## src/rstc_pkg.sv

```systemverilog
package rstc_pkg;
  // register indices; the byte address is four times the index
  localparam logic [7:0] RSTC_IDX_SOURCE = 8'h17;
  localparam logic [7:0] RSTC_IDX_THRESH = 8'h18;
  localparam logic [7:0] RSTC_ADDR_SOURCE = 8'h5c;
  localparam logic [7:0] RSTC_ADDR_THRESH = 8'h60;
  // reset values
  localparam logic [7:0] RSTC_RST_SOURCE = 8'h84;
  localparam logic [7:0] RSTC_RST_THRESH = 8'h84;
  // source register fields
  localparam int RSTC_SRC_SEL_LSB = 6;
  localparam int RSTC_SRC_SEL_W = 2;
  localparam int RSTC_GUARD_LSB = 0;
  localparam int RSTC_GUARD_W = 6;
  // threshold register fields
  localparam int RSTC_MIN_LSB = 4;
  localparam int RSTC_MIN_W = 4;
  localparam int RSTC_RSVD_BIT = 3;
  localparam int RSTC_COLL_LSB = 0;
  localparam int RSTC_COLL_W = 3;
  // command code that listens without the guard delay
  localparam logic [3:0] RSTC_CMD_RECEIVE = 4'h8;
  // avalon response codes
  localparam logic [1:0] RSTC_RESP_OKAY = 2'h0;
  localparam logic [1:0] RSTC_RESP_SLVERR = 2'h2;
  // uart input sources
  typedef enum logic [1:0] {
    RSTC_SRC_LOW = 2'h0,
    RSTC_SRC_SIG_ENV = 2'h1,
    RSTC_SRC_ANALOG = 2'h2,
    RSTC_SRC_SIG_MOD = 2'h3
  } rstc_src_t;
endpackage : rstc_pkg

```

## src/rstc_top.sv

```systemverilog
// The Avalon-MM interface to the registers is this design's own decision.
`timescale 1ns/1ps
// Operation
// - source register resets to 84h; bits 7:6 source select, bits 5:0 guard delay.
// - select 00 drives uart input low; 01 takes envelope from secure-module pin.
// - select 10 takes the internal analog demodulator's modulation signal.
// - select 11 takes modulation from secure-module pin; software uses it above 424 kbit.
// - after transmission the receiver stays off for guard-delay bit clocks.
// - while the guard delay counts, antenna receive activity never reaches the decoder.
// - plain receive command skips the guard delay; all other commands apply it.
// - in passive mode counting starts at the last transmitted modulation pulse.
// - in active mode counting starts once the external rf field is on.
// - threshold register resets to 84h; 7:4 min level, 3 reserved, 2:0 collision.
// - decoder ignores inputs whose strength is below the minimum level.
// - collision flagged only when weaker half-bit reaches collision level of stronger.
// - threshold bit 3 reads zero; software writes it as zero.
module rstc_top #(
  parameter int GUARD_W = 6,
  parameter int STRENGTH_W = 8
) (
  input wire logic mclk,
  input wire logic nrst,
  // avalon-mm slave, byte addressed
  input wire logic [7:0] avsAddress,
  input wire logic avsRead,
  input wire logic avsWrite,
  input wire logic [31:0] avsWriteData,
  input wire logic [3:0] avsByteEnable,
  output logic [31:0] avsReadData,
  output logic [1:0] avsResponse,
  output logic avsWaitRequest,
  // command and link events
  input wire logic cmdStart,
  input wire logic [3:0] cmdCode,
  input wire logic cmdStop,
  input wire logic activeMode,
  input wire logic bitClkTick,
  input wire logic txLastModPulse,
  input wire logic rfFieldOn,
  // receive sources
  input wire logic secureModuleInputPin,
  input wire logic analogModulation,
  input wire logic antennaRxPin,
  // decoder strength measures
  input wire logic [STRENGTH_W-1:0] decodeStrength,
  input wire logic [STRENGTH_W-1:0] halfBitStrong,
  input wire logic [STRENGTH_W-1:0] halfBitWeak,
  // outputs
  output logic uartInput,
  output logic sigInIsModulation,
  output logic rxEnable,
  output logic rxDecoderData,
  output logic decodeValid,
  output logic bitCollision
);
  import rstc_pkg::*;

  initial begin
    if (GUARD_W != RSTC_GUARD_W) $error("guard width must match the register field");
    if (STRENGTH_W < RSTC_MIN_W) $error("strength width below the min level field");
  end

  ////////////////////////////////////////////////////////////////////////////
  // register bus

  typedef enum {
    RSTC_ST_IDLE,
    RSTC_ST_ARMED,
    RSTC_ST_GUARD,
    RSTC_ST_LISTEN
  } rstc_state_t;

  logic [7:0] srcReg_q, srcReg_d;
  logic [7:0] thrReg_q, thrReg_d;
  logic ack_q, ack_d;
  logic [31:0] rdData_q, rdData_d;
  logic [1:0] resp_q, resp_d;

  // address decode shared by read mux and write strobes
  function automatic logic addrHit(input logic [7:0] addr, input logic [7:0] base);
    addrHit = (addr == base);
  endfunction : addrHit

  wire request = avsRead | avsWrite;
  wire takeNow = request & ~ack_q; // first cycle; answer in the next
  wire hitSrc = addrHit(avsAddress, RSTC_ADDR_SOURCE);
  wire hitThr = addrHit(avsAddress, RSTC_ADDR_THRESH);
  wire mapped = hitSrc | hitThr;
  wire wrLane0 = takeNow & avsWrite & avsByteEnable[0];
  wire [7:0] thrWrite = {avsWriteData[7:4], 1'b0, avsWriteData[2:0]};
  wire [7:0] rdMux = hitSrc ? srcReg_q : (hitThr ? thrReg_q : 8'h00);

  assign ack_d = takeNow;
  assign srcReg_d = (wrLane0 & hitSrc) ? avsWriteData[7:0] : srcReg_q;
  assign thrReg_d = (wrLane0 & hitThr) ? thrWrite : thrReg_q;
  assign rdData_d = (takeNow & avsRead) ? {24'h000000, rdMux} : rdData_q;
  assign resp_d = takeNow ? (mapped ? RSTC_RESP_OKAY : RSTC_RESP_SLVERR) : resp_q;
  assign avsWaitRequest = request & ~ack_q;
  assign avsReadData = rdData_q;
  assign avsResponse = resp_q;

  // register storage and bus answer
  always_ff @(posedge mclk or negedge nrst) begin
    if (!nrst) begin
      srcReg_q <= RSTC_RST_SOURCE;
      thrReg_q <= RSTC_RST_THRESH;
      ack_q <= 1'b0;
      rdData_q <= 32'h00000000;
      resp_q <= RSTC_RESP_OKAY;
    end else begin
      srcReg_q <= srcReg_d;
      thrReg_q <= thrReg_d;
      ack_q <= ack_d;
      rdData_q <= rdData_d;
      resp_q <= resp_d;
    end
  end

  ////////////////////////////////////////////////////////////////////////////
  // field extraction

  wire [1:0] srcSel = srcReg_q[RSTC_SRC_SEL_LSB +: RSTC_SRC_SEL_W];
  wire [GUARD_W-1:0] guardDelay = srcReg_q[RSTC_GUARD_LSB +: GUARD_W];
  wire [RSTC_MIN_W-1:0] decode_min_strength = thrReg_q[RSTC_MIN_LSB +: RSTC_MIN_W];
  wire [RSTC_COLL_W-1:0] collision_threshold = thrReg_q[RSTC_COLL_LSB +: RSTC_COLL_W];

  ////////////////////////////////////////////////////////////////////////////
  // uart input source select

  logic uartIn_q, uartIn_d;
  logic sigMod_q;
  wire srcIsLow = (srcSel == RSTC_SRC_LOW);
  wire srcIsAnalog = (srcSel == RSTC_SRC_ANALOG);
  wire srcIsSigMod = (srcSel == RSTC_SRC_SIG_MOD);

  // 01 and 11 both read the secure-module pin; 11 marks it as modulation
  assign uartIn_d = srcIsLow ? 1'b0 :
                    srcIsAnalog ? analogModulation :
                    secureModuleInputPin;
  assign uartInput = uartIn_q;
  assign sigInIsModulation = sigMod_q;

  // registered source
  always_ff @(posedge mclk or negedge nrst) begin
    if (!nrst) begin
      uartIn_q <= 1'b0;
      sigMod_q <= 1'b0;
    end else begin
      uartIn_q <= uartIn_d;
      sigMod_q <= srcIsSigMod;
    end
  end

  ////////////////////////////////////////////////////////////////////////////
  // receiver guard sequencer

  rstc_state_t state_q, state_d;
  logic [GUARD_W-1:0] guardCnt_q, guardCnt_d;

  wire plainReceive = cmdStart & (cmdCode == RSTC_CMD_RECEIVE);
  wire guardedCmd = cmdStart & (cmdCode != RSTC_CMD_RECEIVE);
  wire startCond = activeMode ? rfFieldOn : txLastModPulse;
  wire guardZero = (guardDelay == '0);
  wire lastTick = bitClkTick & (guardCnt_q == GUARD_W'(1));

  // next state; a stop wins, a new command restarts the sequence
  always_comb begin
    state_d = state_q;
    guardCnt_d = guardCnt_q;
    if (cmdStop) begin
      state_d = RSTC_ST_IDLE;
      guardCnt_d = '0;
    end else if (plainReceive) begin
      state_d = RSTC_ST_LISTEN;
      guardCnt_d = '0;
    end else if (guardedCmd) begin
      state_d = RSTC_ST_ARMED;
      guardCnt_d = '0;
    end else begin
      unique case (state_q)
        RSTC_ST_IDLE: begin
          state_d = RSTC_ST_IDLE;
        end
        RSTC_ST_ARMED: begin
          if (startCond) begin
            guardCnt_d = guardDelay;
            state_d = guardZero ? RSTC_ST_LISTEN : RSTC_ST_GUARD;
          end
        end
        RSTC_ST_GUARD: begin
          if (bitClkTick) begin
            guardCnt_d = guardCnt_q - GUARD_W'(1);
          end
          if (lastTick) begin
            state_d = RSTC_ST_LISTEN;
          end
        end
        RSTC_ST_LISTEN: begin
          state_d = RSTC_ST_LISTEN;
        end
      endcase
    end
  end

  // sequencer state
  always_ff @(posedge mclk or negedge nrst) begin
    if (!nrst) begin
      state_q <= RSTC_ST_IDLE;
      guardCnt_q <= '0;
    end else begin
      state_q <= state_d;
      guardCnt_q <= guardCnt_d;
    end
  end

  assign rxEnable = (state_q == RSTC_ST_LISTEN);

  ////////////////////////////////////////////////////////////////////////////
  // decoder gating and thresholds

  logic rxData_q, valid_q, coll_q;
  wire [STRENGTH_W-1:0] minScaled = STRENGTH_W'(decode_min_strength);
  wire strongEnough = (decodeStrength >= minScaled);
  // weak * 8 >= strong * level, i.e. weak reaches level/8 of strong
  wire [STRENGTH_W+3:0] weakScaled = {halfBitWeak, 3'h0};
  wire [STRENGTH_W+3:0] strongScaled = (STRENGTH_W + 4)'(halfBitStrong * collision_threshold);
  wire collHit = (weakScaled >= strongScaled);

  assign rxDecoderData = rxData_q;
  assign decodeValid = valid_q;
  assign bitCollision = coll_q;

  // antenna data reaches the decoder only once listening
  always_ff @(posedge mclk or negedge nrst) begin
    if (!nrst) begin
      rxData_q <= 1'b0;
      valid_q <= 1'b0;
      coll_q <= 1'b0;
    end else begin
      rxData_q <= rxEnable & antennaRxPin;
      valid_q <= rxEnable & strongEnough;
      coll_q <= rxEnable & strongEnough & collHit;
    end
  end

  ////////////////////////////////////////////////////////////////////////////
  // checks

  reset_value_a: assert property (@(posedge mclk) $rose(nrst) |->
    srcReg_q == RSTC_RST_SOURCE && thrReg_q == RSTC_RST_THRESH)
    else $error("config registers not at reset value");

  src_low_a: assert property (@(posedge mclk) disable iff (!nrst)
    (srcSel == RSTC_SRC_LOW && $stable(srcSel)) |=> !uartInput)
    else $error("uart input not low for source 00");

  src_analog_a: assert property (@(posedge mclk) disable iff (!nrst)
    (srcSel == RSTC_SRC_ANALOG) |=> uartInput == $past(analogModulation))
    else $error("uart input not from analog path");

  src_sigmod_a: assert property (@(posedge mclk) disable iff (!nrst)
    (srcSel == RSTC_SRC_SIG_MOD) |=> uartInput == $past(secureModuleInputPin)
    && sigInIsModulation)
    else $error("uart input not from secure-module pin");

  guard_gate_a: assert property (@(posedge mclk) disable iff (!nrst)
    !rxEnable |=> !rxDecoderData && !decodeValid)
    else $error("decoder saw data while receiver off");

  guard_hold_a: assert property (@(posedge mclk) disable iff (!nrst)
    (state_q == RSTC_ST_GUARD && !lastTick && !cmdStop && !cmdStart) |=> !rxEnable)
    else $error("receiver enabled before guard expired");

  recv_skip_a: assert property (@(posedge mclk) disable iff (!nrst)
    (plainReceive && !cmdStop) |=> rxEnable)
    else $error("receive command did not listen at once");

  start_load_a: assert property (@(posedge mclk) disable iff (!nrst)
    (state_q == RSTC_ST_ARMED && startCond && !cmdStart && !cmdStop && !guardZero)
    |=> state_q == RSTC_ST_GUARD && guardCnt_q == $past(guardDelay))
    else $error("guard counter not loaded on start condition");

  guard_expire_a: assert property (@(posedge mclk) disable iff (!nrst)
    (state_q == RSTC_ST_GUARD && lastTick && !cmdStart && !cmdStop) |=> rxEnable)
    else $error("receiver not enabled on guard expiry");

  rsvd_zero_a: assert property (@(posedge mclk) disable iff (!nrst)
    thrReg_q[RSTC_RSVD_BIT] == 1'b0)
    else $error("reserved threshold bit not zero");

  weak_ignore_a: assert property (@(posedge mclk) disable iff (!nrst)
    !strongEnough |=> !decodeValid && !bitCollision)
    else $error("weak input evaluated by decoder");

  wait_one_a: assert property (@(posedge mclk) disable iff (!nrst)
    $rose(request) |=> !avsWaitRequest)
    else $error("bus answer not after one wait cycle");

  data_pass_a: assert property (@(posedge mclk) disable iff (!nrst)
    rxEnable |=> rxDecoderData == $past(antennaRxPin))
    else $error("antenna data not passed while listening");

  min_accept_a: assert property (@(posedge mclk) disable iff (!nrst)
    (rxEnable && strongEnough) |=> decodeValid)
    else $error("strong input not evaluated");

  coll_flag_a: assert property (@(posedge mclk) disable iff (!nrst)
    (rxEnable && strongEnough && collHit) |=> bitCollision)
    else $error("collision not flagged at level");

  coll_quiet_a: assert property (@(posedge mclk) disable iff (!nrst)
    !collHit |=> !bitCollision)
    else $error("collision flagged below level");

  stop_off_a: assert property (@(posedge mclk) disable iff (!nrst)
    cmdStop |=> !rxEnable)
    else $error("receiver still on after stop");

  guarded_arm_a: assert property (@(posedge mclk) disable iff (!nrst)
    (guardedCmd && !cmdStop) |=> !rxEnable)
    else $error("guarded command listened at once");

  zero_guard_a: assert property (@(posedge mclk) disable iff (!nrst)
    (state_q == RSTC_ST_ARMED && startCond && !cmdStart && !cmdStop && guardZero)
    |=> rxEnable)
    else $error("zero guard did not listen at once");

  bad_addr_a: assert property (@(posedge mclk) disable iff (!nrst)
    (request && !ack_q && !mapped) |=> avsResponse == RSTC_RESP_SLVERR)
    else $error("unmapped access not refused");

  thr_write_a: assert property (@(posedge mclk) disable iff (!nrst)
    (wrLane0 && hitThr) |=> thrReg_q == $past(thrWrite))
    else $error("threshold write not stored");

  guard_seen_c: cover property (@(posedge mclk) disable iff (!nrst)
    state_q == RSTC_ST_GUARD ##[1:100] rxEnable);
  active_start_c: cover property (@(posedge mclk) disable iff (!nrst)
    state_q == RSTC_ST_ARMED && activeMode && rfFieldOn);
  collision_c: cover property (@(posedge mclk) disable iff (!nrst) bitCollision);
  plain_recv_c: cover property (@(posedge mclk) disable iff (!nrst) plainReceive);
  bad_addr_c: cover property (@(posedge mclk) disable iff (!nrst)
    avsResponse == RSTC_RESP_SLVERR && !avsWaitRequest && request);
endmodule : rstc_top

```

## config.mk

```make
export PLATFORM = sky130hd
export DESIGN_NAME = rstc_top
export DESIGN_NICKNAME = d
export VERILOG_FILES = /design/src/rstc_pkg.sv /design/src/rstc_top.sv
export SDC_FILE = /design/constraint.sdc
export NUM_CORES = 1
export LEC_CHECK = 0
export ABC_AREA = 1
export BUFFER_PORTS_ARGS = -buffer_cell sky130_fd_sc_hd__buf_2
export CORE_ASPECT_RATIO = 1.2
export CORE_MARGIN = 4
export CORE_UTILIZATION = 46
export CTS_BUF_LIST = sky130_fd_sc_hd__clkbuf_4
export DETAILED_ROUTE_END_ITERATION = 10
export PLACE_DENSITY = 0.77
export SYNTH_ARGS = -nofsm -noshare
export SYNTH_HDL_FRONTEND = slang
export SYNTH_SLANG_ARGS = --single-unit
```

## constraint.sdc

```tcl
create_clock -name mclk -period 3.12 [get_ports mclk]
set_clock_uncertainty 0.2 [all_clocks]
set_input_delay 0.624 -clock mclk [delete_from_list [all_inputs] [get_ports mclk]]
set_output_delay 0.624 -clock mclk [all_outputs]
set_load 0.05 [all_outputs]
```

## After elaboration in Yosys (flattened, before gate mapping)

Index checks and enable logic that the tools add are counted.

| operators by class | value |
|---|---|
| bitwise logic cells | 15 |
| mux-type cells | 19 |
| reductions and logical operators | 6 |
| multiply operators | 1 |
| order comparisons | 2 |
| eq/ne operators | 14 |
| add/subtract/negate cells | 1 |

Operator list:

| kind | count |
|---|---|
| $mux 32 | 5 |
| $pmux 32 s4 | 1 |
| $eq 32x2->1 const B | 2 |
| $eq 32x1->1 const B | 1 |
| $eq 32x3->1 const B | 1 |
| $logic_not 32->1 | 1 |
| $mux 6 | 5 |
| $eq 8x7->1 const B | 2 |
| $mux 8 | 2 |
| $ne 5x5->1 const B | 3 |
| $and 1x1->1 | 12 |
| $pmux 6 s2 | 1 |
| $ge 11x11->1 | 1 |
| $mul 8x3->11 | 1 |
| $ge 8x4->1 | 1 |
| $eq 6x1->1 const B | 1 |
| $logic_not 6->1 | 1 |
| $sub 6x1->6 const B | 1 |
| $reduce_bool 5->1 | 1 |
| $eq 2x2->1 const B | 2 |
| $eq 4x4->1 const B | 1 |
| $mux 1 | 4 |
| $ne 4x4->1 const B | 1 |
| $reduce_and 3->1 | 1 |
| other kinds (5) | 6 |

| storage, ports and cells | value |
|---|---|
| bits in registers | 69 |
| word-level logic and storage cells | 70 |
| output and inout port bits | 41 |

## Logic depth before layout (Yosys ltp)

Gate-level depths: netlist of run 1.

| depth | value |
|---|---|
| depth after elaboration | 7 |
| depth in mapped cells | 19 |
| gate-level depth less buffers | 18 |

## Least setup slack after synthesis of run 1

OpenSTA, ideal clock, no wires.

| timing | value |
|---|---|
| path kind | in2reg |
| start point | input halfBitStrong[0] |
| end point | register coll_q, in the netlist bitCollision |
| arrival | 3.103 ns |
| required time | 2.803 ns |
| path slack | -0.300 ns |
| cell stages on the path | 17 |
| path through | nand2_1 > inv_1 > fa_1 > ha_1 > inv_1 > fa_1 > o21ai_0 > nand3_1 > nand3b_1 > nand2_1 > ha_1 > a21oi_1 > nor2_1 > nor2_1 > nand2_1 > nor2_1 > nor2_1 |

| between the ends | value |
|---|---|
| longest elaborated chain between the ends | 3 |

RTL lines:

| element | RTL line | source |
|---|---|---|
| start, declared | rstc_top.sv:46 | `input wire logic [STRENGTH_W-1:0] halfBitStrong,` |
| $mul 8x3->11 | rstc_top.sv:226 | `wire [STRENGTH_W+3:0] strongScaled = (STRENGTH_W + 4)'(halfBitStrong * collision_threshold);` |
| $ge 11x11->1 | rstc_top.sv:227 | `wire collHit = (weakScaled >= strongScaled);` |
| $and 1x1->1 | rstc_top.sv:242 | `coll_q <= rxEnable & strongEnough & collHit;` |
| end signal, assigned | rstc_top.sv:242 |  |
| end, declared | rstc_top.sv:221 | `logic rxData_q, valid_q, coll_q;` |

Every way passes these cells.
A chain may end at the register's enable or synchronous reset.

## Worst setup path in the final report of run 1

| timing | value |
|---|---|
| start point | register thrReg_q[1] |
| end point | register coll_q, in the netlist bitCollision |

| between the ends | value |
|---|---|
| longest elaborated chain between the ends | 3 |

RTL lines:

| element | RTL line | source |
|---|---|---|
| start, declared | rstc_top.sv:74 | `logic [7:0] thrReg_q, thrReg_d;` |
| start signal, assigned | rstc_top.sv:112 | `thrReg_q <= thrReg_d;` |
| $mul 8x3->11 | rstc_top.sv:226 |  |
| $ge 11x11->1 | rstc_top.sv:227 |  |
| $and 1x1->1 | rstc_top.sv:242 |  |

Every way passes these cells.

==> results of run 1 <==
## layer usage
metal	share of wire, %	GRT usage (%)	vias to the layer above
met2	55	35.4	86
met5	0	0	-
met4	1.4	5.16	0
met3	5.5	3.46	9
met1	38	20.4	1345
li1	-	-	1514
## how the worst max path moves through the flow
stage,startpoint,cells past startpoint,endpoint
6_report,thrReg_q[1],19,bitCollision
3_3_place_gp,halfBitStrong[0],18,bitCollision
3_5_place_dp,halfBitStrong[0],18,bitCollision
4_1_cts,thrReg_q[1],17,bitCollision
5_1_grt,thrReg_q[0],18,bitCollision
2_1_floorplan,halfBitStrong[0],17,bitCollision
## cell type report
type | count | area [um2] | area share [%]
Sequential cell | 38 | 958 | 24.9
Tap cell | 85 | 106 | 2.77
Multi-Input combinational cell | 339 | 1980 | 51.5
Clock buffer | 6 | 45.0 | 1.17
Clock inverter | 2 | 10.0 | 0.260
Inverter | 59 | 221 | 5.76
Timing Repair Buffer | 93 | 523 | 13.6
## cells by family after synthesis
logic type / after synthesis / synth area share, %
compound gates: 43 / 7.38
xor+xnor: 3 / 0.843
fa+ha+maj: 31 / 14.1
buf+inv: 88 / 13.6
flops: 38 / 30.7
other cells: 1 / 0.120
simple gates: 237 / 33.3
## power groups by stage
stage | sequential [mW] | clock (mW) | combinational, mW
2_1_floorplan | 0.542 | 0 | 0.190
3_3_place_gp | 0.530 | 0 | 0.261
3_5_place_dp | 0.530 | 0 | 0.268
4_1_cts | 0.520 | 0.261 | 0.271
5_1_grt | 0.523 | 0.285 | 0.308
6_report | 0.521 | 0.252 | 0.279
## state kept, by name, indices dropped and copies added (netlist names)
name,flops
avsResponse,1
decodeValid,1
rxDecoderData,1
ack_q,1
bitCollision,1
avsReadData,8
uartInput,1
guardCnt_q,6
sigInIsModulation,1
srcReg_q,8
state_q,2
thrReg_q,7
## timing repair
item                       CTS  global route
gates resized for setup      8            26
pin swaps                    1            22
setup buffers                2             0
setup endpoints to repair    1             1
hold endpoints to repair     0             0
## synthesized netlist by cell type (all sizes together)
library cell	instances
buf	25
clkbuf	4
nand2	157
o211a	1
or2	1
nor2	41
conb	1
ha	24
o21ai	26
a21boi	2
xnor2	2
a21oi	12
dfrtp	34
nor3	5
fa	7
nand3b	5
a21o	2
nand3	27
nand4	1
dfstp	4
inv	59
xor2	1
## stage by stage
| step | hold slack [ns] | area (um2) | util, % |
|---|---|---|---|
| 2_1_floorplan | 0.128 | 3220 | - |
| 3_3_place_gp | 0.263 | 3620 | 55.4 |
| 3_5_place_dp | 0.265 | 3620 | 55.4 |
| 4_1_cts | 0.179 | 3710 | 56.9 |
| 5_1_grt | 0.213 | 3850 | 58.9 |
| 6_report | 0.159 | 3850 | 58.9 |
==> results.sh, run 1 <==
export IMPL_clkLatencyLatePin_ns=0.35
export IMPL_grt_pass1_wl_um=12600
export IMPL_grt_max_degree=39
export IMPL_hold_violations=0
export IMPL_drive_above_1_share_pct=26.6
export IMPL_drc_errors=0
export IMPL_ant_nets=0
export IMPL_syn_avg_cell_area_um2=7.07
export IMPL_cp_top_family="adder cells"
export IMPL_row_count=32
export IMPL_internal_power_uw=683
export IMPL_p_comb_share_pct=26.5
export IMPL_worstPathRequired_ns=3.17
export IMPL_post_place_ws_ns=-0.426
export IMPL_worstSetupStartpointType="register"
export IMPL_leakagePower_nw=2.31
export IMPL_critPathBufInv=4
export IMPL_gp_congestion=0.932
export IMPL_yosysWarnings=0
export IMPL_maxCapViolCount=0
export IMPL_nNetsFinal=652
export IMPL_total_power_mw=1.05
export IMPL_setup_viol=1
export IMPL_crit_slowest_cell="fa_1"
export IMPL_final_cells=622
export IMPL_final_common_cell="nand2_1"
export IMPL_holdBufCountCts=0
export IMPL_antenna_found_initial=0
export IMPL_wl_per_cell_um=12.2
export IMPL_fmax_mhz=309
export IMPL_drtIter0Drc=107
export IMPL_core_um2=6530
export IMPL_synth_area_leaders="dfrtp_1, nand2_1, ha_1"
export IMPL_clkTransAtPathRegs_ns=0.12
export IMPL_timing_rr_start="thrReg_q[1]"
export IMPL_cp_arrival_ns=3.28
export IMPL_port_buffers=73
export IMPL_p_seq_share_pct=49.5
export IMPL_start_util_pct=47.8
export IMPL_violations="setup timing"
export IMPL_hold_class="in -> async"
export IMPL_antennaDiodeCount=0
export IMPL_ir_drop_uv=221
export IMPL_seq_area_frac_synth_pct=30.7
export IMPL_ios=126
export IMPL_cts_tree="yes"
export IMPL_placed_cells=612
export IMPL_final_setup_tns_ns=-0.118
export IMPL_area_growth_pct=23.4
export IMPL_die_area_um2=8160
export IMPL_synthCells=441
export IMPL_cts_root_buf="clkbuf_4"
export IMPL_slew_viol_final=0
export IMPL_synth_top_cell_by_area="dfrtp_1"
export IMPL_vias=2954
export IMPL_via_per_inst=4.75
export IMPL_worstSetupPathType="reg -> reg"
export IMPL_grt_total_usage_pct=18.4
export IMPL_path_max_fanout=5
export IMPL_netlist_area_um2=3120
export IMPL_r2r_end="bitCollision"
export IMPL_min_period_over_period_pct=104
export IMPL_die_height_um=98.2
export IMPL_switching_share_pct=35.0
export IMPL_ys_types=28
export IMPL_worstMarginPinSlew_ns=0.817
export IMPL_htree_levels=2
export IMPL_nFillCells=602
export IMPL_worstPathCellList="buf_6 -> buf_4 -> nand2_1 -> inv_1 -> fa_1 -> ha_4 -> nand2_1 -> buf_4 -> nor2_4 -> nand2_2 -> nand3b_1 -> nand2_1 -> ha_1 -> nand2_2 -> nor2_1 -> nor2_1 -> nand2_1 -> nor2_2 -> nor2_1"
export IMPL_rsz0062_at_grt="true"
export IMPL_crit_top_cell="nand2_1"
export IMPL_relSlewSlack_pct=45.5
export IMPL_ys_ff_latch=38
export IMPL_drtPass1Iterations=4
export IMPL_numCtsBuffers=5
export IMPL_pwr_share_clk_pct=24.0
export IMPL_switchingPower_uw=369
export IMPL_netlist_area_leader_share_pct=27.3
export IMPL_grt_ovfl_total=0
export IMPL_totalWireLength_um=7580
export IMPL_p_per_area_nw_per_um2=274
export IMPL_cts_num_sinks=38
export IMPL_cp_end_kind="register"
export IMPL_reg2reg_depth=19
export IMPL_die_w_um=83.2
export IMPL_fin_ws_ns=-0.118
export IMPL_period_needed_ns=3.24
export IMPL_cts_max_path_buffers=2
export IMPL_layout_common_cells="nand2_1, buf_2, inv_1"
export IMPL_hpwl_um=5970
export IMPL_grt_pass1_vias=2939
export IMPL_status="finished, violations left"
export IMPL_max_stage_delay_ns=0.50
export IMPL_ff2ff_setup_slack_ns=-0.12
Note: power is estimated with default switching activity, not from simulation.
==> run 2: changes to the inputs <==
--- a/config.mk
+++ b/config.mk
@@ -11,8 +11,11 @@
 export CORE_MARGIN = 4
 export CORE_UTILIZATION = 46
 export CTS_BUF_LIST = sky130_fd_sc_hd__clkbuf_4
+export CTS_CLUSTER_DIAMETER = 120
 export DETAILED_ROUTE_END_ITERATION = 10
 export PLACE_DENSITY = 0.77
+export REMOVE_ABC_BUFFERS = 1
 export SYNTH_ARGS = -nofsm -noshare
 export SYNTH_HDL_FRONTEND = slang
 export SYNTH_SLANG_ARGS = --single-unit
+export TNS_END_PERCENT = 10
==> run 2 against run 1 <==
Net effect:
- the run still ends with setup timing left
- combinational power shrank 1%
- non-clock buffer count grew 1
- setup slack improved by 0.043 ns
- design area shrank 1.2%
- sequential power about the same
- routed wire length down 4.2%
- critical path depth decreased by 4
- fmax increased by 1.3%
- critical endpoint unchanged
- highest routed layer unchanged
==> results.sh, run 2 (same netlist as run 1, synthesis figures left out) <==
export IMPL_period_needed_ns=3.19
export IMPL_worstSetupStartpointType="register"
export IMPL_grt_pass1_vias=2876
export IMPL_clkTransAtPathRegs_ns=0.11
export IMPL_switching_share_pct=35.3
export IMPL_totalWireLength_um=7260
export IMPL_gp_congestion=0.862
export IMPL_numCtsBuffers=5
export IMPL_hold_violations=0
export IMPL_reg2reg_depth=15
export IMPL_drc_errors=0
export IMPL_r2r_end="bitCollision"
export IMPL_post_route_cell_area_um2=3800
export IMPL_timing_rr_start="thrReg_q[2]"
export IMPL_placed_cells=613
export IMPL_grt_max_degree=39
export IMPL_worstPathRequired_ns=3.17
export IMPL_fin_ws_ns=-0.0750
export IMPL_final_util_pct=58.2
export IMPL_antenna_found_initial=0
export IMPL_die_w_um=83.2
export IMPL_setup_viol=1
export IMPL_seq_area_um2=956
export IMPL_final_setup_tns_ns=-0.0750
export IMPL_hold_class="in -> async"
export IMPL_grt_ovfl_total=0
export IMPL_cts_root_buf="clkbuf_4"
export IMPL_antennaDiodeCount=0
export IMPL_placed_area_um2=3620
export IMPL_status="finished, violations left"
export IMPL_maxCapViolCount=0
export IMPL_path_max_fanout=6
export IMPL_port_buffers=73
export IMPL_ant_nets=0
export IMPL_area_growth_pct=21.9
export IMPL_violations="setup timing"
export IMPL_drive_above_1_share_pct=25.3
export IMPL_p_per_area_nw_per_um2=277
export IMPL_layout_common_cells="nand2_1, buf_2, inv_1"
export IMPL_worstSetupPathType="reg -> reg"
export IMPL_max_stage_delay_ns=0.53
export IMPL_ff2ff_setup_slack_ns=-0.07
export IMPL_cp_arrival_ns=3.25
export IMPL_post_place_ws_ns=-0.583
export IMPL_cts_tree="yes"
export IMPL_rsz0062_at_grt="true"
export IMPL_grt_pass1_wl_um=12200
export IMPL_worstMarginPinSlew_ns=0.834
export IMPL_total_power_mw=1.05
export IMPL_slew_viol_final=0
export IMPL_final_cells=623
export IMPL_ios=126
export IMPL_die_height_um=98.2
export IMPL_wl_per_cell_um=11.7
export IMPL_pwr_share_clk_pct=24.5
export IMPL_die_area_um2=8160
export IMPL_ir_drop_uv=231
export IMPL_row_count=32
export IMPL_clkLatencyLatePin_ns=0.35
export IMPL_nFillCells=613
export IMPL_htree_levels=2
export IMPL_hpwl_um=5910
export IMPL_cp_end_kind="register"
export IMPL_nNetsFinal=653
export IMPL_internal_power_uw=682
export IMPL_cts_num_sinks=38
export IMPL_drtPass1Iterations=4
export IMPL_via_per_inst=4.76
export IMPL_vias=2966
export IMPL_drtIter0Drc=111
export IMPL_start_util_pct=47.8
export IMPL_min_period_over_period_pct=102
export IMPL_core_um2=6530
export IMPL_p_seq_share_pct=49.4
export IMPL_whs_ns=0.167
export IMPL_relSlewSlack_pct=44.4
export IMPL_worstPathCellList="nand2_1 -> inv_2 -> fa_1 -> ha_2 -> inv_2 -> fa_2 -> o21ai_4 -> buf_4 -> a21oi_1 -> ha_1 -> a21o_1 -> nor2_1 -> nand2_1 -> nor2_2 -> nor2_1"
export IMPL_grt_total_usage_pct=18.0
export IMPL_multiInputGateArea_um2=1940
export IMPL_p_comb_share_pct=26.1
export IMPL_cts_max_path_buffers=2
export IMPL_fmax_mhz=313
export IMPL_final_common_cell="nand2_1"
export IMPL_crit_slowest_cell="fa_1"
export IMPL_switchingPower_uw=372
export IMPL_leakagePower_nw=2.32
run 2: timing repair:
item | CTS | global route
hold buffers | 0 | 0
pin swaps | 6 | 12
gates cloned | 0 | 0
endpoints found under the setup margin | 1 | 1
resized for setup | 18 | 9
setup buffers | 1 | 1
run 2: per-layer routing:
layer / wire length (um) / share of wire (%) / up-vias / global-route usage (%)
met1: 2810 / 39 / 1352 / 19.5
met2: 3910 / 54 / 77 / 34.4
met4: 148 / 2.0 / 0 / 5.91
met3: 396 / 5.5 / 13 / 3.88
li1: - / - / 1524 / -
met5: 0 / 0 / - / 0
run 2: critical path, delay by kind of cell (launching register included):
family / cells / cell delay (ns)
compound gates: 3 / 0.43
fa+ha+maj: 4 / 1.39
buf+inv: 3 / 0.22
flops: 1 / 0.43
simple gates: 5 / 0.41
run 2: layout make-up:
class	count	area share [%]
clock buffers	6	1.18
inverters	59	5.83
repair buffers	94	13.9
well taps	85	2.80
clock inverters	2	0.263
multi-input cells	339	50.9
flip-flops and latches	38	25.1
run 2: how the worst max path moves through the flow:
stage / slack (ns) / end / depth (start not counted) / startpoint
after floorplan: -0.30 / bitCollision / 17 / halfBitStrong[0]
after global placement: -0.54 / bitCollision / 18 / halfBitStrong[0]
after detailed placement: -0.58 / bitCollision / 18 / halfBitStrong[0]
after CTS: -0.05 / bitCollision / 16 / thrReg_q[2]
after global routing: -0.28 / bitCollision / 16 / thrReg_q[1]
final: -0.07 / bitCollision / 15 / thrReg_q[2]
run 2: power groups by stage:
stage / Sequential, mW / Combinational (mW) / Clock (mW)
4_1_cts: 0.520 / 0.275 / 0.266
3_3_place_gp: 0.529 / 0.263 / 0
2_1_floorplan: 0.544 / 0.163 / 0
5_1_grt: 0.522 / 0.304 / 0.290
3_5_place_dp: 0.530 / 0.269 / 0
6_report: 0.521 / 0.275 / 0.258
